$ cat src/rtl/sbx_pkg.sv
// shared constants and types for the shift, bit-field and branch execute block
// assumes one core clock domain and a decoder that presents one operation per cycle
package sbx_pkg;
  localparam int WORD_W = 32; // datapath width the logic is written for
  localparam int SHIFT_BYTE_W = 8; // low bits of a shift register that count
  localparam int SHIFT_IMM_W = 6; // immediate shift field
  localparam logic [8:0] SHIFT_MAX = 9'h020; // largest documented shift amount
  localparam logic [31:0] INSN_BYTES_WIDE = 32'h0000_0004; // wide or 32-bit encoding
  localparam logic [31:0] INSN_BYTES_NARROW = 32'h0000_0002; // 16-bit encoding
  localparam logic [3:0] LINK_REG_IDX = 4'hE; // link register number
  localparam int FLAG_N = 3; // negative flag position
  localparam int FLAG_Z = 2; // zero flag position
  localparam int FLAG_C = 1; // carry flag position
  localparam int FLAG_V = 0; // overflow flag position
  localparam logic MONITOR_OPEN_RESET = 1'b1; // monitor open after reset

  // operations this block executes
  typedef enum logic [3:0] {
    SBX_OP_ASR, SBX_OP_FIELD_CLEAR, SBX_OP_FIELD_INSERT, SBX_OP_AND_COMPL,
    SBX_OP_BRANCH, SBX_OP_CALL, SBX_OP_CALL_EXCH_IMM, SBX_OP_CALL_EXCH_REG,
    SBX_OP_BRANCH_EXCH, SBX_OP_BYTECODE_BRANCH, SBX_OP_ZERO_TEST, SBX_OP_NONZERO_TEST,
    SBX_OP_DEBUG_HALT, SBX_OP_COPROC, SBX_OP_ARRAY_CHECK, SBX_OP_MONITOR_CLEAR
  } sbx_op_t;

  // instruction states of the core
  typedef enum logic [1:0] {SBX_ISA_WIDE, SBX_ISA_COMPACT, SBX_ISA_BYTECODE} sbx_isa_t;
  localparam sbx_isa_t ISA_RESET = SBX_ISA_WIDE; // state after reset
endpackage : sbx_pkg

$ cat src/rtl/sbx_exec.sv
// execute stage for shifts, bit-field ops, bit clear, branches and misc ops
// assumes decoder supplies operands and a pre-evaluated condition each cycle
// Contract
// - arithmetic shift fills vacated bits with sign
// - shift amounts one to thirty-two accepted
// - register shift amount uses lowest byte only
// - flags update only when set-flags requested
// - compact wide plain branch is PC-relative 32-bit
// - field clear zeros width bits from lsb
// - field insert copies source low bits at lsb
// - bit clear ANDs first with complemented second
// - breakpoint enters debug, immediate ignored
// - linked branch jumps, writes return address R14
// - linked exchange immediate branch toggles state
// - register exchange picks state from bit0
// - bytecode branch falls back to register exchange
// - zero-test branches, flags untouched, 16-bit only
// - coprocessor op routed with opcodes and registers
// - bound check faults when size not above index
// - exclusive clear reopens the local monitor
`timescale 1ns/1ps
module sbx_exec
  import sbx_pkg::*;
#(
  parameter int DATA_W = WORD_W // must stay 32
) (
  input wire logic clock, // core clock
  input wire logic rst, // synchronous reset, high
  input wire logic opValid, // operation presented this cycle
  input wire sbx_op_t opCode, // which operation
  input wire logic condPass, // condition code evaluated true
  input wire logic setFlags, // flag-setting suffix present
  input wire logic narrowEnc, // encoded as 16-bit
  input wire logic wideQual, // width qualifier on plain branch
  input wire logic extCompact, // extended compact state active
  input wire logic [DATA_W-1:0] firstOperand, // first operand register value
  input wire logic [DATA_W-1:0] sourceOperand, // source operand register value
  input wire logic [DATA_W-1:0] flexOperand, // flexible operand value
  input wire logic [DATA_W-1:0] destOld, // destination current value
  input wire logic [DATA_W-1:0] shiftAmtReg, // shift amount register value
  input wire logic [SHIFT_IMM_W-1:0] shiftImm, // immediate shift amount
  input wire logic shiftByImm, // use immediate shift amount
  input wire logic [4:0] fieldLsb, // field lowest bit
  input wire logic [5:0] fieldWidth, // field width
  input wire logic [DATA_W-1:0] pc, // address of this operation
  input wire logic [DATA_W-1:0] branchOffset, // signed PC-relative offset
  input wire logic [3:0] flagsIn, // current status flags
  input wire logic bytecodeEntryOk, // bytecode state entry possible
  input wire logic exclReserve, // exclusive load marks a reservation
  input wire logic [3:0] cpNumIn, // coprocessor number
  input wire logic [3:0] cpPrimaryIn, // coprocessor primary code
  input wire logic [2:0] cpSecondaryIn, // coprocessor secondary code
  input wire logic [3:0] cpRdIn, // coprocessor destination register
  input wire logic [3:0] cpRnIn, // coprocessor first register
  input wire logic [3:0] cpRmIn, // coprocessor second register
  output logic doneValid_r, // one-cycle result strobe
  output logic rdWrite_r, // write destination register
  output logic [DATA_W-1:0] rdData_r, // destination data
  output logic linkWrite_r, // write link register
  output logic [3:0] linkIdx_r, // link register number
  output logic [DATA_W-1:0] linkData_r, // return address
  output logic flagWrite_r, // write status flags
  output logic [3:0] flagsOut_r, // new status flags
  output logic branchTaken_r, // redirect fetch
  output logic [DATA_W-1:0] branchTarget_r, // redirect address
  output sbx_isa_t isaState_r, // current instruction state
  output logic debugHalt_r, // enter debug state pulse
  output logic indexFault_r, // call index fault handler pulse
  output logic monitorOpen_r, // exclusive monitor open
  output logic cpValid_r, // coprocessor dispatch pulse
  output logic [3:0] cpNum_r, // coprocessor number
  output logic [3:0] cpPrimary_r, // primary code
  output logic [2:0] cpSecondary_r, // secondary code
  output logic [3:0] cpRd_r, // coprocessor registers
  output logic [3:0] cpRn_r,
  output logic [3:0] cpRm_r,
  output logic illegalOp_r // encoding not allowed in this state
);

  ////////////////////////////////////////////////////////////////////////////
  // elaboration check
  if (DATA_W != 32) begin : g_bad_width
    $error("sbx_exec supports only a 32-bit datapath");
  end

  ////////////////////////////////////////////////////////////////////////////
  // datapath helpers
  logic [8:0] shAmt; // effective shift amount
  logic [DATA_W-1:0] asrRes; // shifted result
  logic asrCarry; // last bit shifted out
  logic [DATA_W-1:0] fieldMask; // ones over the field
  logic fieldBad; // field empty or runs past bit 31
  logic [DATA_W-1:0] bicRes; // bit clear result
  logic [DATA_W-1:0] relTarget; // PC-relative target
  logic [DATA_W-1:0] nextPc; // following instruction address
  logic [4:0] carryIdx; // position of last bit out

  // shift amount, field mask and targets
  always_comb begin
    if (shiftByImm) begin
      shAmt = (shiftImm == '0) ? SHIFT_MAX : {3'h0, shiftImm};
    end else begin
      shAmt = {1'b0, shiftAmtReg[SHIFT_BYTE_W-1:0]};
    end
    carryIdx = 5'(shAmt - 9'h001);
    if (shAmt >= SHIFT_MAX) begin
      asrRes = {DATA_W{sourceOperand[DATA_W-1]}};
      asrCarry = sourceOperand[DATA_W-1];
    end else begin
      asrRes = DATA_W'($signed(sourceOperand) >>> shAmt[4:0]);
      asrCarry = (shAmt == '0) ? flagsIn[FLAG_C] : sourceOperand[carryIdx];
    end
    fieldBad = (fieldWidth == '0) || ({1'b0, fieldLsb} + fieldWidth > 6'(DATA_W));
    if (fieldWidth >= 6'(DATA_W)) begin
      fieldMask = {DATA_W{1'b1}};
    end else begin
      fieldMask = ((DATA_W'(1) << fieldWidth) - DATA_W'(1)) << fieldLsb;
    end
    bicRes = firstOperand & ~flexOperand;
    relTarget = pc + branchOffset;
    nextPc = pc + (narrowEnc ? INSN_BYTES_NARROW : INSN_BYTES_WIDE);
  end

  ////////////////////////////////////////////////////////////////////////////
  // next-state computation
  logic doneValid_nxt, rdWrite_nxt, linkWrite_nxt, flagWrite_nxt, branchTaken_nxt;
  logic [DATA_W-1:0] rdData_nxt, linkData_nxt, branchTarget_nxt;
  logic [3:0] flagsOut_nxt;
  sbx_isa_t isaState_nxt;
  logic debugHalt_nxt, indexFault_nxt, monitorOpen_nxt, cpValid_nxt, illegalOp_nxt;
  logic exec; // operation passes its condition
  logic [DATA_W-1:0] logicRes; // result for flag setting

  always_comb begin
    exec = opValid && condPass;
    logicRes = '0;
    doneValid_nxt = opValid;
    rdWrite_nxt = 1'b0;
    rdData_nxt = rdData_r;
    linkWrite_nxt = 1'b0;
    linkData_nxt = linkData_r;
    flagWrite_nxt = 1'b0;
    flagsOut_nxt = flagsIn;
    branchTaken_nxt = 1'b0;
    branchTarget_nxt = branchTarget_r;
    isaState_nxt = isaState_r;
    debugHalt_nxt = 1'b0;
    indexFault_nxt = 1'b0;
    cpValid_nxt = 1'b0;
    illegalOp_nxt = 1'b0;
    // a new reservation wins over a clear in the same cycle
    monitorOpen_nxt = exclReserve ? 1'b0 : monitorOpen_r;
    if (exec) begin
      unique case (opCode)
        SBX_OP_ASR, SBX_OP_AND_COMPL: begin
          logicRes = (opCode == SBX_OP_ASR) ? asrRes : bicRes;
          rdWrite_nxt = 1'b1;
          rdData_nxt = logicRes;
          flagWrite_nxt = setFlags;
          flagsOut_nxt[FLAG_N] = logicRes[DATA_W-1];
          flagsOut_nxt[FLAG_Z] = (logicRes == '0);
          if (opCode == SBX_OP_ASR) begin
            flagsOut_nxt[FLAG_C] = asrCarry;
          end
        end
        SBX_OP_FIELD_CLEAR, SBX_OP_FIELD_INSERT: begin
          illegalOp_nxt = fieldBad;
          rdWrite_nxt = !fieldBad;
          if (opCode == SBX_OP_FIELD_CLEAR) begin
            rdData_nxt = destOld & ~fieldMask;
          end else begin
            rdData_nxt = (destOld & ~fieldMask) | ((firstOperand << fieldLsb) & fieldMask);
          end
        end
        SBX_OP_BRANCH: begin
          // in compact state the qualified form is a 32-bit encoding
          illegalOp_nxt = (isaState_r == SBX_ISA_COMPACT) && wideQual && narrowEnc;
          branchTaken_nxt = !illegalOp_nxt;
          branchTarget_nxt = relTarget;
        end
        SBX_OP_CALL, SBX_OP_CALL_EXCH_IMM: begin
          branchTaken_nxt = 1'b1;
          branchTarget_nxt = relTarget;
          linkWrite_nxt = 1'b1;
          linkData_nxt = nextPc;
          if (opCode == SBX_OP_CALL_EXCH_IMM) begin
            isaState_nxt = (isaState_r == SBX_ISA_WIDE) ? SBX_ISA_COMPACT : SBX_ISA_WIDE;
          end
        end
        SBX_OP_CALL_EXCH_REG, SBX_OP_BRANCH_EXCH, SBX_OP_BYTECODE_BRANCH: begin
          branchTaken_nxt = 1'b1;
          branchTarget_nxt = {sourceOperand[DATA_W-1:1], 1'b0};
          isaState_nxt = sourceOperand[0] ? SBX_ISA_COMPACT : SBX_ISA_WIDE;
          if (opCode == SBX_OP_BYTECODE_BRANCH && bytecodeEntryOk) begin
            isaState_nxt = SBX_ISA_BYTECODE;
          end
          if (opCode == SBX_OP_CALL_EXCH_REG) begin
            linkWrite_nxt = 1'b1;
            linkData_nxt = nextPc;
          end
        end
        SBX_OP_ZERO_TEST, SBX_OP_NONZERO_TEST: begin
          // flags never written; only 16-bit compact forms exist
          illegalOp_nxt = !narrowEnc || (isaState_r != SBX_ISA_COMPACT);
          branchTaken_nxt = !illegalOp_nxt &&
            ((firstOperand == '0) == (opCode == SBX_OP_ZERO_TEST));
          branchTarget_nxt = relTarget;
        end
        SBX_OP_DEBUG_HALT: begin
          debugHalt_nxt = 1'b1;
        end
        SBX_OP_COPROC: begin
          cpValid_nxt = 1'b1;
        end
        SBX_OP_ARRAY_CHECK: begin
          illegalOp_nxt = !narrowEnc || !extCompact || (isaState_r != SBX_ISA_COMPACT);
          indexFault_nxt = !illegalOp_nxt && (firstOperand <= sourceOperand);
        end
        SBX_OP_MONITOR_CLEAR: begin
          monitorOpen_nxt = !exclReserve;
        end
      endcase
    end
  end

  ////////////////////////////////////////////////////////////////////////////
  // registers
  always_ff @(posedge clock) begin
    if (rst) begin
      doneValid_r <= 1'b0;
      rdWrite_r <= 1'b0;
      rdData_r <= '0;
      linkWrite_r <= 1'b0;
      linkData_r <= '0;
      flagWrite_r <= 1'b0;
      flagsOut_r <= '0;
      branchTaken_r <= 1'b0;
      branchTarget_r <= '0;
      isaState_r <= ISA_RESET;
      debugHalt_r <= 1'b0;
      indexFault_r <= 1'b0;
      monitorOpen_r <= MONITOR_OPEN_RESET;
      cpValid_r <= 1'b0;
      cpNum_r <= '0;
      cpPrimary_r <= '0;
      cpSecondary_r <= '0;
      cpRd_r <= '0;
      cpRn_r <= '0;
      cpRm_r <= '0;
      illegalOp_r <= 1'b0;
    end else begin
      doneValid_r <= doneValid_nxt;
      rdWrite_r <= rdWrite_nxt;
      rdData_r <= rdData_nxt;
      linkWrite_r <= linkWrite_nxt;
      linkData_r <= linkData_nxt;
      flagWrite_r <= flagWrite_nxt;
      flagsOut_r <= flagsOut_nxt;
      branchTaken_r <= branchTaken_nxt;
      branchTarget_r <= branchTarget_nxt;
      isaState_r <= isaState_nxt;
      debugHalt_r <= debugHalt_nxt;
      indexFault_r <= indexFault_nxt;
      monitorOpen_r <= monitorOpen_nxt;
      cpValid_r <= cpValid_nxt;
      cpNum_r <= cpNumIn;
      cpPrimary_r <= cpPrimaryIn;
      cpSecondary_r <= cpSecondaryIn;
      cpRd_r <= cpRdIn;
      cpRn_r <= cpRnIn;
      cpRm_r <= cpRmIn;
      illegalOp_r <= illegalOp_nxt;
    end
  end

  assign linkIdx_r = LINK_REG_IDX;

  ////////////////////////////////////////////////////////////////////////////
  // assertions
  a_asr_sign_fill: assert property (@(posedge clock) disable iff (rst)
    exec && opCode == SBX_OP_ASR && !shiftByImm && shiftAmtReg[7:0] >= 8'h20
    |=> rdData_r == {DATA_W{$past(sourceOperand[DATA_W-1])}})
    else $error("shift did not fill with sign");
  a_asr_imm_amount: assert property (@(posedge clock) disable iff (rst)
    exec && opCode == SBX_OP_ASR && shiftByImm && shiftImm == 6'h01
    |=> rdData_r == {$past(sourceOperand[DATA_W-1]), $past(sourceOperand[DATA_W-1:1])})
    else $error("immediate shift by one wrong");
  a_shift_low_byte: assert property (@(posedge clock) disable iff (rst)
    exec && opCode == SBX_OP_ASR && !shiftByImm && shiftAmtReg[7:0] == 8'h00
    |=> rdData_r == $past(sourceOperand))
    else $error("upper shift bits not ignored");
  a_flags_gated: assert property (@(posedge clock) disable iff (rst)
    opValid |=> flagWrite_r == $past(exec && setFlags &&
      (opCode == SBX_OP_ASR || opCode == SBX_OP_AND_COMPL)))
    else $error("flag write not gated by suffix");
  a_field_clear: assert property (@(posedge clock) disable iff (rst)
    exec && opCode == SBX_OP_FIELD_CLEAR && !fieldBad
    |=> rdWrite_r && (rdData_r & $past(fieldMask)) == '0 &&
      (rdData_r | $past(fieldMask)) == ($past(destOld) | $past(fieldMask)))
    else $error("field clear touched wrong bits");
  a_field_insert: assert property (@(posedge clock) disable iff (rst)
    exec && opCode == SBX_OP_FIELD_INSERT && fieldLsb == 5'h00 && fieldWidth == 6'h20
    |=> rdData_r == $past(firstOperand))
    else $error("full field insert wrong");
  a_bit_clear: assert property (@(posedge clock) disable iff (rst)
    exec && opCode == SBX_OP_AND_COMPL
    |=> rdData_r == ($past(firstOperand) & ~$past(flexOperand)))
    else $error("bit clear result wrong");
  a_debug_halt: assert property (@(posedge clock) disable iff (rst)
    debugHalt_r |-> $past(exec) && $past(opCode) == SBX_OP_DEBUG_HALT)
    else $error("debug entry without breakpoint");
  a_call_link: assert property (@(posedge clock) disable iff (rst)
    exec && opCode == SBX_OP_CALL
    |=> branchTaken_r && linkWrite_r && branchTarget_r == $past(pc) + $past(branchOffset))
    else $error("call did not link and jump");
  a_call_toggle: assert property (@(posedge clock) disable iff (rst)
    exec && opCode == SBX_OP_CALL_EXCH_IMM && isaState_r == SBX_ISA_WIDE
    |=> isaState_r == SBX_ISA_COMPACT)
    else $error("call exchange did not toggle state");
  a_exch_bit0: assert property (@(posedge clock) disable iff (rst)
    exec && opCode == SBX_OP_BRANCH_EXCH
    |=> isaState_r == ($past(sourceOperand[0]) ? SBX_ISA_COMPACT : SBX_ISA_WIDE))
    else $error("exchange state not from bit0");
  a_bytecode_fallback: assert property (@(posedge clock) disable iff (rst)
    exec && opCode == SBX_OP_BYTECODE_BRANCH && !bytecodeEntryOk
    |=> isaState_r != SBX_ISA_BYTECODE && branchTaken_r)
    else $error("failed bytecode entry not a plain exchange");
  a_zero_test: assert property (@(posedge clock) disable iff (rst)
    exec && (opCode == SBX_OP_ZERO_TEST || opCode == SBX_OP_NONZERO_TEST)
    |=> !flagWrite_r && (branchTaken_r -> $past(narrowEnc)))
    else $error("zero test branch misbehaved");
  a_coproc_route: assert property (@(posedge clock) disable iff (rst)
    cpValid_r |-> cpNum_r == $past(cpNumIn) && cpPrimary_r == $past(cpPrimaryIn))
    else $error("coprocessor fields not routed");
  a_bound_fault: assert property (@(posedge clock) disable iff (rst)
    exec && opCode == SBX_OP_ARRAY_CHECK && narrowEnc && extCompact &&
    isaState_r == SBX_ISA_COMPACT
    |=> indexFault_r == $past(firstOperand <= sourceOperand))
    else $error("bound check fault wrong");
  a_monitor_clear: assert property (@(posedge clock) disable iff (rst)
    exec && opCode == SBX_OP_MONITOR_CLEAR && !exclReserve |=> monitorOpen_r)
    else $error("monitor not reopened");
  a_cond_suppress: assert property (@(posedge clock) disable iff (rst)
    opValid && !condPass |=> !rdWrite_r && !linkWrite_r && !flagWrite_r &&
      !branchTaken_r && $stable(isaState_r) && !debugHalt_r && !cpValid_r)
    else $error("failed condition had an effect");

  c_call_exch: cover property (@(posedge clock) disable iff (rst)
    exec && opCode == SBX_OP_CALL_EXCH_IMM ##1 exec && opCode == SBX_OP_BRANCH_EXCH);
  c_asr_flags: cover property (@(posedge clock) disable iff (rst)
    exec && opCode == SBX_OP_ASR && setFlags);
  c_index_fault: cover property (@(posedge clock) disable iff (rst) indexFault_r);
  c_bytecode: cover property (@(posedge clock) disable iff (rst)
    isaState_r == SBX_ISA_BYTECODE);
endmodule : sbx_exec

$ cat config.mk
export PLATFORM = sky130hd
export DESIGN_NAME = sbx_exec
export DESIGN_NICKNAME = d
export VERILOG_FILES = /design/src/rtl/sbx_pkg.sv /design/src/rtl/sbx_exec.sv
export SDC_FILE = /design/constraint.sdc
export NUM_CORES = 1
export LEC_CHECK = 0
export CORE_ASPECT_RATIO = 0.5
export CORE_MARGIN = 3
export CORE_UTILIZATION = 30
export DETAILED_ROUTE_END_ITERATION = 7
export DONT_BUFFER_PORTS = 1
export GPL_TIMING_DRIVEN = 0
export PLACE_DENSITY = 0.43
export REMOVE_ABC_BUFFERS = 1
export SKIP_LAST_GASP = 1
export SLEW_MARGIN = 20
export SYNTH_ARGS = -nofsm -noshare
export SYNTH_HDL_FRONTEND = slang
export SYNTH_SLANG_ARGS = --single-unit
export TNS_END_PERCENT = 50
$ cat constraint.sdc
create_clock -name clock -period 9.6 [get_ports clock]
set_clock_uncertainty 0.05 [all_clocks]
set_input_delay 1.92 -clock clock [delete_from_list [all_inputs] [get_ports clock]]
set_output_delay 1.92 -clock clock [all_outputs]
set_load 0.05 [all_outputs]
==> results of run 1 <==
[layer usage]
metal  up-vias  global-route usage, %
met5         -                      0
met4         0                  9.687
met3        99                  2.689
met2       500                  43.54
met1      7919                  29.73
li1       7661                      -
[through the flow]
step | util [%] | instance area, um^2 | cells | hold WS [ns]
final | 32.59 | 17040 | 2673 | 0.6565
after global routing | 32.59 | 17040 | 2673 | 0.7015
after CTS | 32.57 | 17020 | 2669 | 0.6561
after detailed placement | 31.41 | 16410 | 2639 | 0.6472
after global placement | 30.94 | 16170 | 2631 | 0.6534
after floorplan | - | 15290 | 1930 | 0.6205
[area by class of cell]
cell class	count	area [um^2]	share of cell area, %
clock inverter	12	178.9	1.050
clock buffer	18	429.2	2.519
antenna	4	10.01	0.05876
multi-input combinational	1719	12370	72.61
timing repair buffer	8	181.4	1.065
tap	701	877.1	5.149
inverter	76	286.5	1.682
sequential	135	2703	15.86
[power by group through the flow]
stage	logic, W	clock network [W]	registers, W
5_1_grt	0.000734	0.000763	0.000674
3_5_place_dp	0.000662	0	0.000686
3_3_place_gp	0.000655	0	0.000686
6_report	0.000670	0.000726	0.000672
4_1_cts	0.000666	0.000744	0.000673
2_1_floorplan	0.000487	0	0.000678
[synth_stat cells (28+ instances only)]
library cell	n	share of area, %
a311oi_1	31	1.7
nor2_1	188	4.4
a211oi_1	76	3.6
nor2b_1	50	2.0
a21oi_1	152	4.8
nand2_1	193	4.5
nor3_1	47	1.5
a31oi_1	35	1.4
a21o_1	30	1.4
inv_1	71	1.7
o211ai_1	31	1.5
mux4_2	60	8.5
o21ai_0	105	3.3
nor4_1	31	1.2
ha_1	78	6.1
nand4_1	28	1.1
nand3_1	65	2.0
dfxtp_1	135	17
xnor2_1	30	1.6
mux2i_1	128	8.0
clkbuf_1	118	2.8
[critical path, cell delays in order]
cell and delay [ns]:
mux2_2 0.88, inv_1 0.74, nand3_1 0.44, mux2i_1 0.45
mux2i_1 0.20, a211oi_1 0.50, nand4_1 0.23, nor4_1 0.27
nand3_1 0.12, o41ai_1 0.63
[cell families (layout without fill, tap and decap cells)]
kind of cell               Yosys count  after routing  synth area share, %
and+or+nand+nor                    724            724                22.17
AOI/OAI and AO/OA                  638            638                26.80
buffers and inverters              242            114                6.035
muxes                              215            215                18.40
DFF                                135            135                16.93
adders and majority gates           81             81                6.490
xor gates and xnor gates            57             57                3.127
other                                2              8              0.04705
[worst max-delay path by stage]
stage | end | cells past startpoint | from | slack [ns]
2_1_floorplan | rdData_r[30] | 13 | fieldWidth[3] | 4.18
3_3_place_gp | flagsOut_r[2] | 9 | shiftByImm | 2.33
3_5_place_dp | flagsOut_r[2] | 10 | shiftByImm | 3.05
4_1_cts | flagsOut_r[2] | 10 | shiftByImm | 3.50
5_1_grt | flagsOut_r[2] | 10 | shiftByImm | 3.21
6_report | flagsOut_r[2] | 10 | shiftByImm | 3.40
==> results.json, run 1 <==
{
  "rsz0062_at_grt": "false",
  "finalSetupViolations": 0,
  "viasPerCell": 6.053,
  "synth_seq_cells": 135,
  "nets": 2321,
  "synth_warnings": 0,
  "vias": 16180,
  "drt.antenna.violating_nets": 0,
  "areaGrowthSynthToFinish_pct": 6.717,
  "postCtsHoldBufs": 0,
  "r2r_slack_ns": 7.43,
  "grt_max_degree": 111,
  "clkTransAtPathRegs_ns": 0.07,
  "fin_setup_tns_ns": 0,
  "critPathKind": "in2reg",
  "grt_pass1_wl_um": 105200,
  "cts_tree": "done",
  "start_kind": "input port",
  "die_w_um": 332.2,
  "async_flop_share_pct": 0,
  "max-clock-path-buffers": 2,
  "route.detailed.wl_per_inst_um": 26.47,
  "netlist_area_um2": 15960,
  "ff2ff_path_depth": 5,
  "cp-end-kind": "flip-flop",
  "grt_usage_pct": 24.19,
  "die_h_um": 169.1,
  "critPathMaxFanout": 37,
  "avgSynthCellArea_um2": 7.623,
  "comb_power_share_pct": 32.4,
  "num_rows": 59,
  "core_um2": 52270,
  "ir_drop_uv": 110.6,
  "cts.sinks": 135,
  "largestRegisters": "branchTarget_r: 32 flops, linkData_r: 32 flops, rdData_r: 32 flops",
  "fillers": 5698,
  "r2r_start": "isaState_r[0]",
  "outcome": "complete, no violations",
  "max_freq_ghz": 0.1613,
  "worstHoldStart": "branchTarget_r[0]",
  "initial_utilization_pct": 30.54,
  "postCtsSetupBuffers": 0,
  "synth_edf_count": 0,
  "htree_levels": 4,
  "max_slew_margin_pct": 26.21,
  "drc": 0,
  "p_int_w": 0.001292,
  "clockPowerShare_pct": 35.1,
  "p_per_area_nw_per_um2": 121.4,
  "netlist_instances": 2094,
  "cts_root_buffer": "clkbuf_16",
  "hold_path_depth": 2,
  "drive_gt1_share_pct": 8.384,
  "ys_seq_area_share_pct": 16.93,
  "drt_iter0_drc": 1215,
  "wl_met2_um": 36000,
  "p_leak_nw": 6.257,
  "antenna_found_initial": 4,
  "required_ns": 9.82,
  "die-area_um2": 56180,
  "cts-buffers-inserted": 17,
  "pin_count": 422,
  "ys.flop_type": "dfxtp_1",
  "setup_ws_ns": 3.400,
  "finalMaxSlewViolations": 0,
  "crit_arrival_ns": 6.42,
  "wirelength_met1_um": 29390,
  "seq_power_share_pct": 32.5,
  "holdPathEnd": "branchTarget_r[0]",
  "dr.pass1.iters": 6,
  "ctsResizeCount": 0,
  "ys_types": 84,
  "tightest_slew_ns": 1.107,
  "p_total_w": 0.002069,
  "grt_pass1_vias": 15680,
  "place_congestion": 0.9059,
  "clk_latency_ns": 0.44,
  "io_buffers": 0,
  "gr-total-overflow": 0,
  "dp_hpwl_um": 54530,
  "hold_class": "reg2reg",
  "r2r-end": "illegalOp_r",
  "dr.max_layer_used": "met4",
  "place_ws_ns": 3.047,
  "final.period_utilization_pct": 64.58,
  "p_sw_w": 0.0007767,
  "layout_common_cells": "nand2_1 (193), nor2_1 (186), a21oi_1 (152)",
  "final_common_cell": "nand2_1",
  "finalHoldViolCount": 0,
  "cap_viol_max_count": 0,
  "drt_wl_total_um": 70750,
  "p_sw_share_pct": 37.55,
  "min_period_ns": 6.200,
  "met3WireLength_um": 2890
}
Note: power is estimated with default switching activity, not from simulation.
==> inputs of run 2 (changes only) <==
--- a/config.mk
+++ b/config.mk
@@ -11,7 +11,7 @@
 export DETAILED_ROUTE_END_ITERATION = 7
 export DONT_BUFFER_PORTS = 1
 export GPL_TIMING_DRIVEN = 0
-export PLACE_DENSITY = 0.43
+export PLACE_DENSITY = 0.44
 export REMOVE_ABC_BUFFERS = 1
 export SKIP_LAST_GASP = 1
 export SLEW_MARGIN = 20
==> constraint.sdc (replaced) <==
create_clock -name clock -period 5.39 [get_ports clock]
set_clock_uncertainty 0.05 [all_clocks]
set_input_delay 1.078 -clock clock [delete_from_list [all_inputs] [get_ports clock]]
set_output_delay 1.078 -clock clock [all_outputs]
set_load 0.05 [all_outputs]
==> results.json, run 2 (synthesis results as in run 1) <==
{
  "critPathMaxFanout": 37,
  "io_buffers": 0,
  "outcome": "complete, no violations",
  "rsz0062_at_grt": "true",
  "die_h_um": 169.1,
  "die-area_um2": 56180,
  "placed_cells": 2639,
  "grt_pass1_vias": 15500,
  "drt.antenna.violating_nets": 0,
  "viasPerCell": 6.083,
  "fin_setup_tns_ns": 0,
  "route.detailed.wl_per_inst_um": 26.52,
  "cts-buffers-inserted": 17,
  "clkTransAtPathRegs_ns": 0.07,
  "vias": 16260,
  "p_per_area_nw_per_um2": 216.8,
  "drc": 0,
  "max-clock-path-buffers": 2,
  "final_common_cell": "nand2_1",
  "cp-end-kind": "flip-flop",
  "grtUsageMet3_pct": 3.158,
  "fin_cells": 2673,
  "p_leak_nw": 6.258,
  "core_um2": 52270,
  "layout_common_cells": "nand2_1 (193), nor2_1 (186), a21oi_1 (152)",
  "gr-total-overflow": 0,
  "max_freq_ghz": 0.1936,
  "grt_util_met2_pct": 43.27,
  "crit_arrival_ns": 5.41,
  "drt_iter0_drc": 1370,
  "min_period_ns": 5.165,
  "largestRegisters": "branchTarget_r: 32 flops, linkData_r: 32 flops, rdData_r: 32 flops",
  "start_kind": "input port",
  "fillers": 5705,
  "critPathKind": "in2reg",
  "tightest_slew_ns": 1.102,
  "dr.pass1.iters": 5,
  "hold_class": "in2reg",
  "place_congestion": 0.9015,
  "pin_count": 422,
  "finalSetupViolations": 0,
  "gr-usage-met1_pct": 29.62,
  "seq_area_um2": 2703,
  "grt_busiest_layer": "met2",
  "num_rows": 59,
  "grt_max_degree": 111,
  "grt_pass1_wl_um": 104700,
  "die_w_um": 332.2,
  "multi_input_area_um2": 12370,
  "dp_hpwl_um": 54590,
  "cts_root_buffer": "clkbuf_16",
  "cap_viol_max_count": 0,
  "cts_tree": "done",
  "grt_usage_pct": 24.18,
  "finalHoldViolCount": 0,
  "antenna_found_initial": 5,
  "clk_latency_ns": 0.44,
  "drt_wl_total_um": 70890,
  "initial_utilization_pct": 30.54,
  "htree_levels": 4,
  "nets": 2321,
  "postCtsSetupBuffers": 0,
  "final.period_utilization_pct": 95.83,
  "cts.sinks": 135,
  "drive_gt1_share_pct": 8.486,
  "finalMaxSlewViolations": 0,
  "required_ns": 5.63,
  "areaGrowthSynthToFinish_pct": 6.788,
  "max_slew_margin_pct": 26.52,
  "ir_drop_uv": 198.2
}
-- run 2: cell types whose count changed in the layout (fill, tap and decap cells not counted) --
| cell | before | now |
|---|---|---|
| ha_1 | 78 | 77 |
| clkinv_4 | 4 | 3 |
| clkinvlp_4 | 0 | 1 |
| ha_2 | 0 | 1 |
| clkbuf_8 | 0 | 1 |
| clkbuf_1 | 1 | 0 |
-- run 2: cell type report --
type	count	share of cell area, %
multi-input combinational	1719	72.58
inverter	76	1.681
clock inverter	12	1.042
tap	701	5.145
sequential	135	15.85
antenna	4	0.05872
clock buffer	18	2.576
timing repair buffer	8	1.064
-- run 2: critical path, stage by stage --
cell and delay, ns:
mux2_2 0.86, inv_1 0.71, nand3_1 0.46, mux2i_1 0.45, mux2i_1 0.20, a211oi_1 0.54, nand4_1 0.24, nor4_1 0.28
nand3_1 0.15, o41ai_1 0.40
-- run 2: final timing paths --
| check | start | to | slack, ns | cells after the start |
|---|---|---|---|---|
| worst max-delay path | shiftByImm | flagsOut_r[2] | 0.22 | 10 |
| worst min-delay path | rst | cpPrimary_r[1] | 0.65 | 1 |
| worst max register to register | isaState_r[0] | illegalOp_r | 3.21 | 5 |
| worst min register to register | branchTarget_r[0] | branchTarget_r[0] | 0.66 | 2 |
-- run 2: layer usage --
metal,share of wire (%),wire length [um],vias up
li1,-,-,7655
met1,41,29180,8000
met2,51,35980,499
met3,4.3,3023,105
met4,3.8,2689,2
met5,0.018,13,-
-- run 2: power breakdown --
| group | total [W] | switching [W] | internal (W) |
|---|---|---|---|
| Clock | 0.00131 | 0.000523 | 0.000783 |
| Sequential | 0.00120 | 0.000162 | 0.00104 |
| Combinational | 0.00119 | 0.000697 | 0.000493 |
| Total | 0.00369 | 0.00138 | 0.00231 |
-- run 2: per-stage QoR --
step	util, %	worst slack [ns]	cell area [um^2]	power, W	hold WS, ns
floorplan	-	0.8138	15290	0.002075	0.6205
finish	32.62	0.2250	17050	0.003695	0.6533
global route	32.62	-0.06874	17050	0.003868	0.6375
CTS	32.59	0.2718	17030	0.003717	0.6245
global placement	30.94	-0.8186	16170	0.002383	0.6547
detailed placement	31.41	-0.1822	16420	0.002401	0.6580
-- run 2: repair_timing --
action                                  4_1_cts  5_1_grt
gates resized for setup                       0        1
hold buffers                                  0        0
endpoints found under the setup margin        0        2
==> inputs of run 3 (changes only) <==
--- a/config.mk
+++ b/config.mk
@@ -5,6 +5,7 @@
 export SDC_FILE = /design/constraint.sdc
 export NUM_CORES = 1
 export LEC_CHECK = 0
+export ABC_AREA = 1
 export CORE_ASPECT_RATIO = 0.5
 export CORE_MARGIN = 3
 export CORE_UTILIZATION = 30
==> results.json, run 3 <==
{
  "ctsResizeCount": 0,
  "viasPerCell": 5.440,
  "critPathKind": "in2reg",
  "postCtsHoldBufs": 0,
  "ys_types": 66,
  "fillers": 6059,
  "cp_num_buf_inv": 4,
  "hold_class": "in2reg",
  "ys_top_cells_by_area": "dfxtp_1 (17%), nand2_1 (15%), nand3_1 (10%), o21ai_0 (8.2%), inv_1 (7.4%)",
  "comb_power_share_pct": 33.6,
  "crit_path_cell_trace": "inv_1 > o21ai_2 > clkinv_1 > nor2_1 > inv_1 > o21ai_0 > nand2_1 > a21oi_1 > inv_1 > a21oi_1 > nand2_1 > a21oi_2",
  "finalHoldViolCount": 0,
  "ir_drop_uv": 184.7,
  "largestRegisters": "branchTarget_r: 32 flops, linkData_r: 32 flops, rdData_r: 32 flops",
  "postCtsSetupBuffers": 0,
  "synth_warnings": 0,
  "p_per_area_nw_per_um2": 211.9,
  "cts.sinks": 135,
  "hold_path_depth": 1,
  "antenna_found_initial": 14,
  "r2r_start": "isaState_r[0]",
  "cts_tree": "done",
  "route.detailed.wl_per_inst_um": 22.02,
  "finalSetupViolations": 0,
  "path_common_cell": "inv_1",
  "cp_slowest_cell": "clkinv_1",
  "netlist_instances": 2761,
  "avgSynthCellArea_um2": 5.784,
  "drive_gt1_share_pct": 5.643,
  "drt.antenna.violating_nets": 0,
  "io_buffers": 0,
  "synth_edf_count": 0,
  "ys_seq_area_share_pct": 16.92,
  "place_congestion": 0.9174,
  "synth_seq_cells": 135,
  "synth_top_area_share_pct": 16.92,
  "grt_usage_pct": 25.14,
  "p_leak_nw": 7.925,
  "die_w_um": 332.3,
  "clockPowerShare_pct": 33.5,
  "grt_pass1_vias": 16770,
  "pin_count": 422,
  "dpl_cell_area_um2": 16390,
  "post-synth-top-count-cell": "nand2_1",
  "worstHoldStart": "rst",
  "final_cell_area_um2": 16990,
  "required_ns": 5.72,
  "p_sw_w": 0.001559,
  "num_rows": 59,
  "cap_viol_max_count": 0,
  "final.period_utilization_pct": 79.16,
  "drt_iter0_drc": 1647,
  "critPathMaxFanout": 28,
  "crit_arrival_ns": 4.59,
  "p_sw_share_pct": 43.31,
  "crit_family": "compound AO/OA/AOI/OAI gates",
  "placed_cells": 3327,
  "cts-buffers-inserted": 17,
  "final_common_cell": "nand2_1",
  "r2r_slack_ns": 3.17,
  "layout_common_cells": "nand2_1 (633), nand3_1 (322), inv_1 (309)",
  "clk_latency_ns": 0.45,
  "finalMaxSlewViolations": 0,
  "max_slew_margin_pct": 24.84,
  "synth_common_cells": "nand2_1 (636), nand3_1 (322), inv_1 (313)",
  "die_h_um": 169.1,
  "core_um2": 52270,
  "clkTransAtPathRegs_ns": 0.08,
  "gr-total-overflow": 0,
  "ys.flop_type": "dfxtp_1",
  "yosysTopAreaCell": "dfxtp_1",
  "netlist_area_um2": 15970,
  "dr.pass1.iters": 5,
  "fin_cells": 3369,
  "die-area_um2": 56200,
  "seq_power_share_pct": 32.9,
  "outcome": "complete, no violations",
  "max-clock-path-buffers": 2,
  "ff2ff_path_depth": 5,
  "drc": 0,
  "grt_pass1_wl_um": 108100,
  "max_freq_ghz": 0.2344,
  "r2r-end": "illegalOp_r",
  "areaGrowthSynthToFinish_pct": 6.370,
  "fin_util_pct": 32.50,
  "vias": 18330,
  "initial_utilization_pct": 30.55,
  "nets": 3009,
  "cts_root_buffer": "clkbuf_16",
  "cp-end-kind": "flip-flop",
  "holdPathEnd": "cpRn_r[1]",
  "dp_hpwl_um": 59530,
  "p_int_w": 0.002040,
  "htree_levels": 4,
  "min_period_ns": 4.267,
  "async_flop_share_pct": 0,
  "p_total_w": 0.003599,
  "grt_max_degree": 100,
  "drt_wl_total_um": 74170,
  "rsz0062_at_grt": "false",
  "start_kind": "input port",
  "tightest_slew_ns": 1.117,
  "slowest_delay_ns": 0.93
}
## run 3: logic make-up (layout without fill, tap and decap cells)
logic type               Yosys count  after routing  synth area share, %
adder cells (fa/ha/maj)           81             81                6.488
multiplexers                      22             22                1.379
AND/OR/NAND/NOR                 1366           1366                38.40
flip-flops                       135            135                16.92
AO/OA/AOI/OAI                    621            621                21.75
other                              2             14              0.04703
buffers and inverters            483            378                12.12
XOR/XNOR                          51             51                2.891
## run 3: layout make-up
| type | count | area (um^2) | area share (%) |
|---|---|---|---|
| Clock inverter | 14 | 130.1 | 0.7661 |
| Sequential cell | 135 | 2703 | 15.91 |
| Clock buffer | 18 | 439.2 | 2.585 |
| Tap cell | 701 | 877.1 | 5.164 |
| Inverter | 335 | 1262 | 7.432 |
| Multi-Input combinational cell | 2145 | 11370 | 66.96 |
| Antenna cell | 10 | 25.02 | 0.1473 |
| Timing Repair Buffer | 11 | 175.2 | 1.031 |
## run 3: worst max-delay path by stage
stage	slack [ns]	cells after the start	end	start
4_1_cts	1.16	13	flagsOut_r[2]	opCode[2]
6_report	1.12	12	rdData_r[26]	shiftAmtReg[3]
5_1_grt	0.84	12	rdData_r[26]	shiftAmtReg[3]
3_5_place_dp	0.67	13	flagsOut_r[2]	opCode[2]
3_3_place_gp	-2.69	9	linkData_r[26]	opCode[3]
2_1_floorplan	0.46	9	linkData_r[10]	opCode[3]
## run 3: worst reg2reg max path, stage by stage (launching register included)
cell	delay, ns
dfxtp_1	0.69
inv_1	0.12
nor3_1	0.50
a21oi_1	0.16
a2111oi_0	0.50
nor2_1	0.07
## run 3: stage by stage
stage | setup TNS (ns) | setup WS, ns | hold WS, ns
finish | 0 | 1.123 | 0.6506
global route | 0 | 0.8375 | 0.6189
CTS | 0 | 1.164 | 0.6116
detailed placement | 0 | 0.6737 | 0.6557
global placement | -73.14 | -2.688 | 0.6637
floorplan | 0 | 0.4639 | 0.6405
## run 3: layer usage
metal | vias up | routed length (um) | track usage, % | part of all wire, %
met4 | 4 | 1940 | 7.695 | 2.6
met5 | - | 26 | 0 | 0.035
li1 | 9036 | - | - | -
met1 | 8552 | 33660 | 34.24 | 45
met3 | 99 | 5817 | 6.117 | 7.8
met2 | 637 | 32730 | 39.34 | 44
## run 3: power by group through the flow
stage	combinational, W	sequential, W	clock [W]
4_1_cts	0.00119	0.00118	0.00124
5_1_grt	0.00135	0.00119	0.00127
2_1_floorplan	0.000846	0.00119	0
3_3_place_gp	0.00118	0.00121	0
6_report	0.00121	0.00118	0.00120
3_5_place_dp	0.00118	0.00121	0
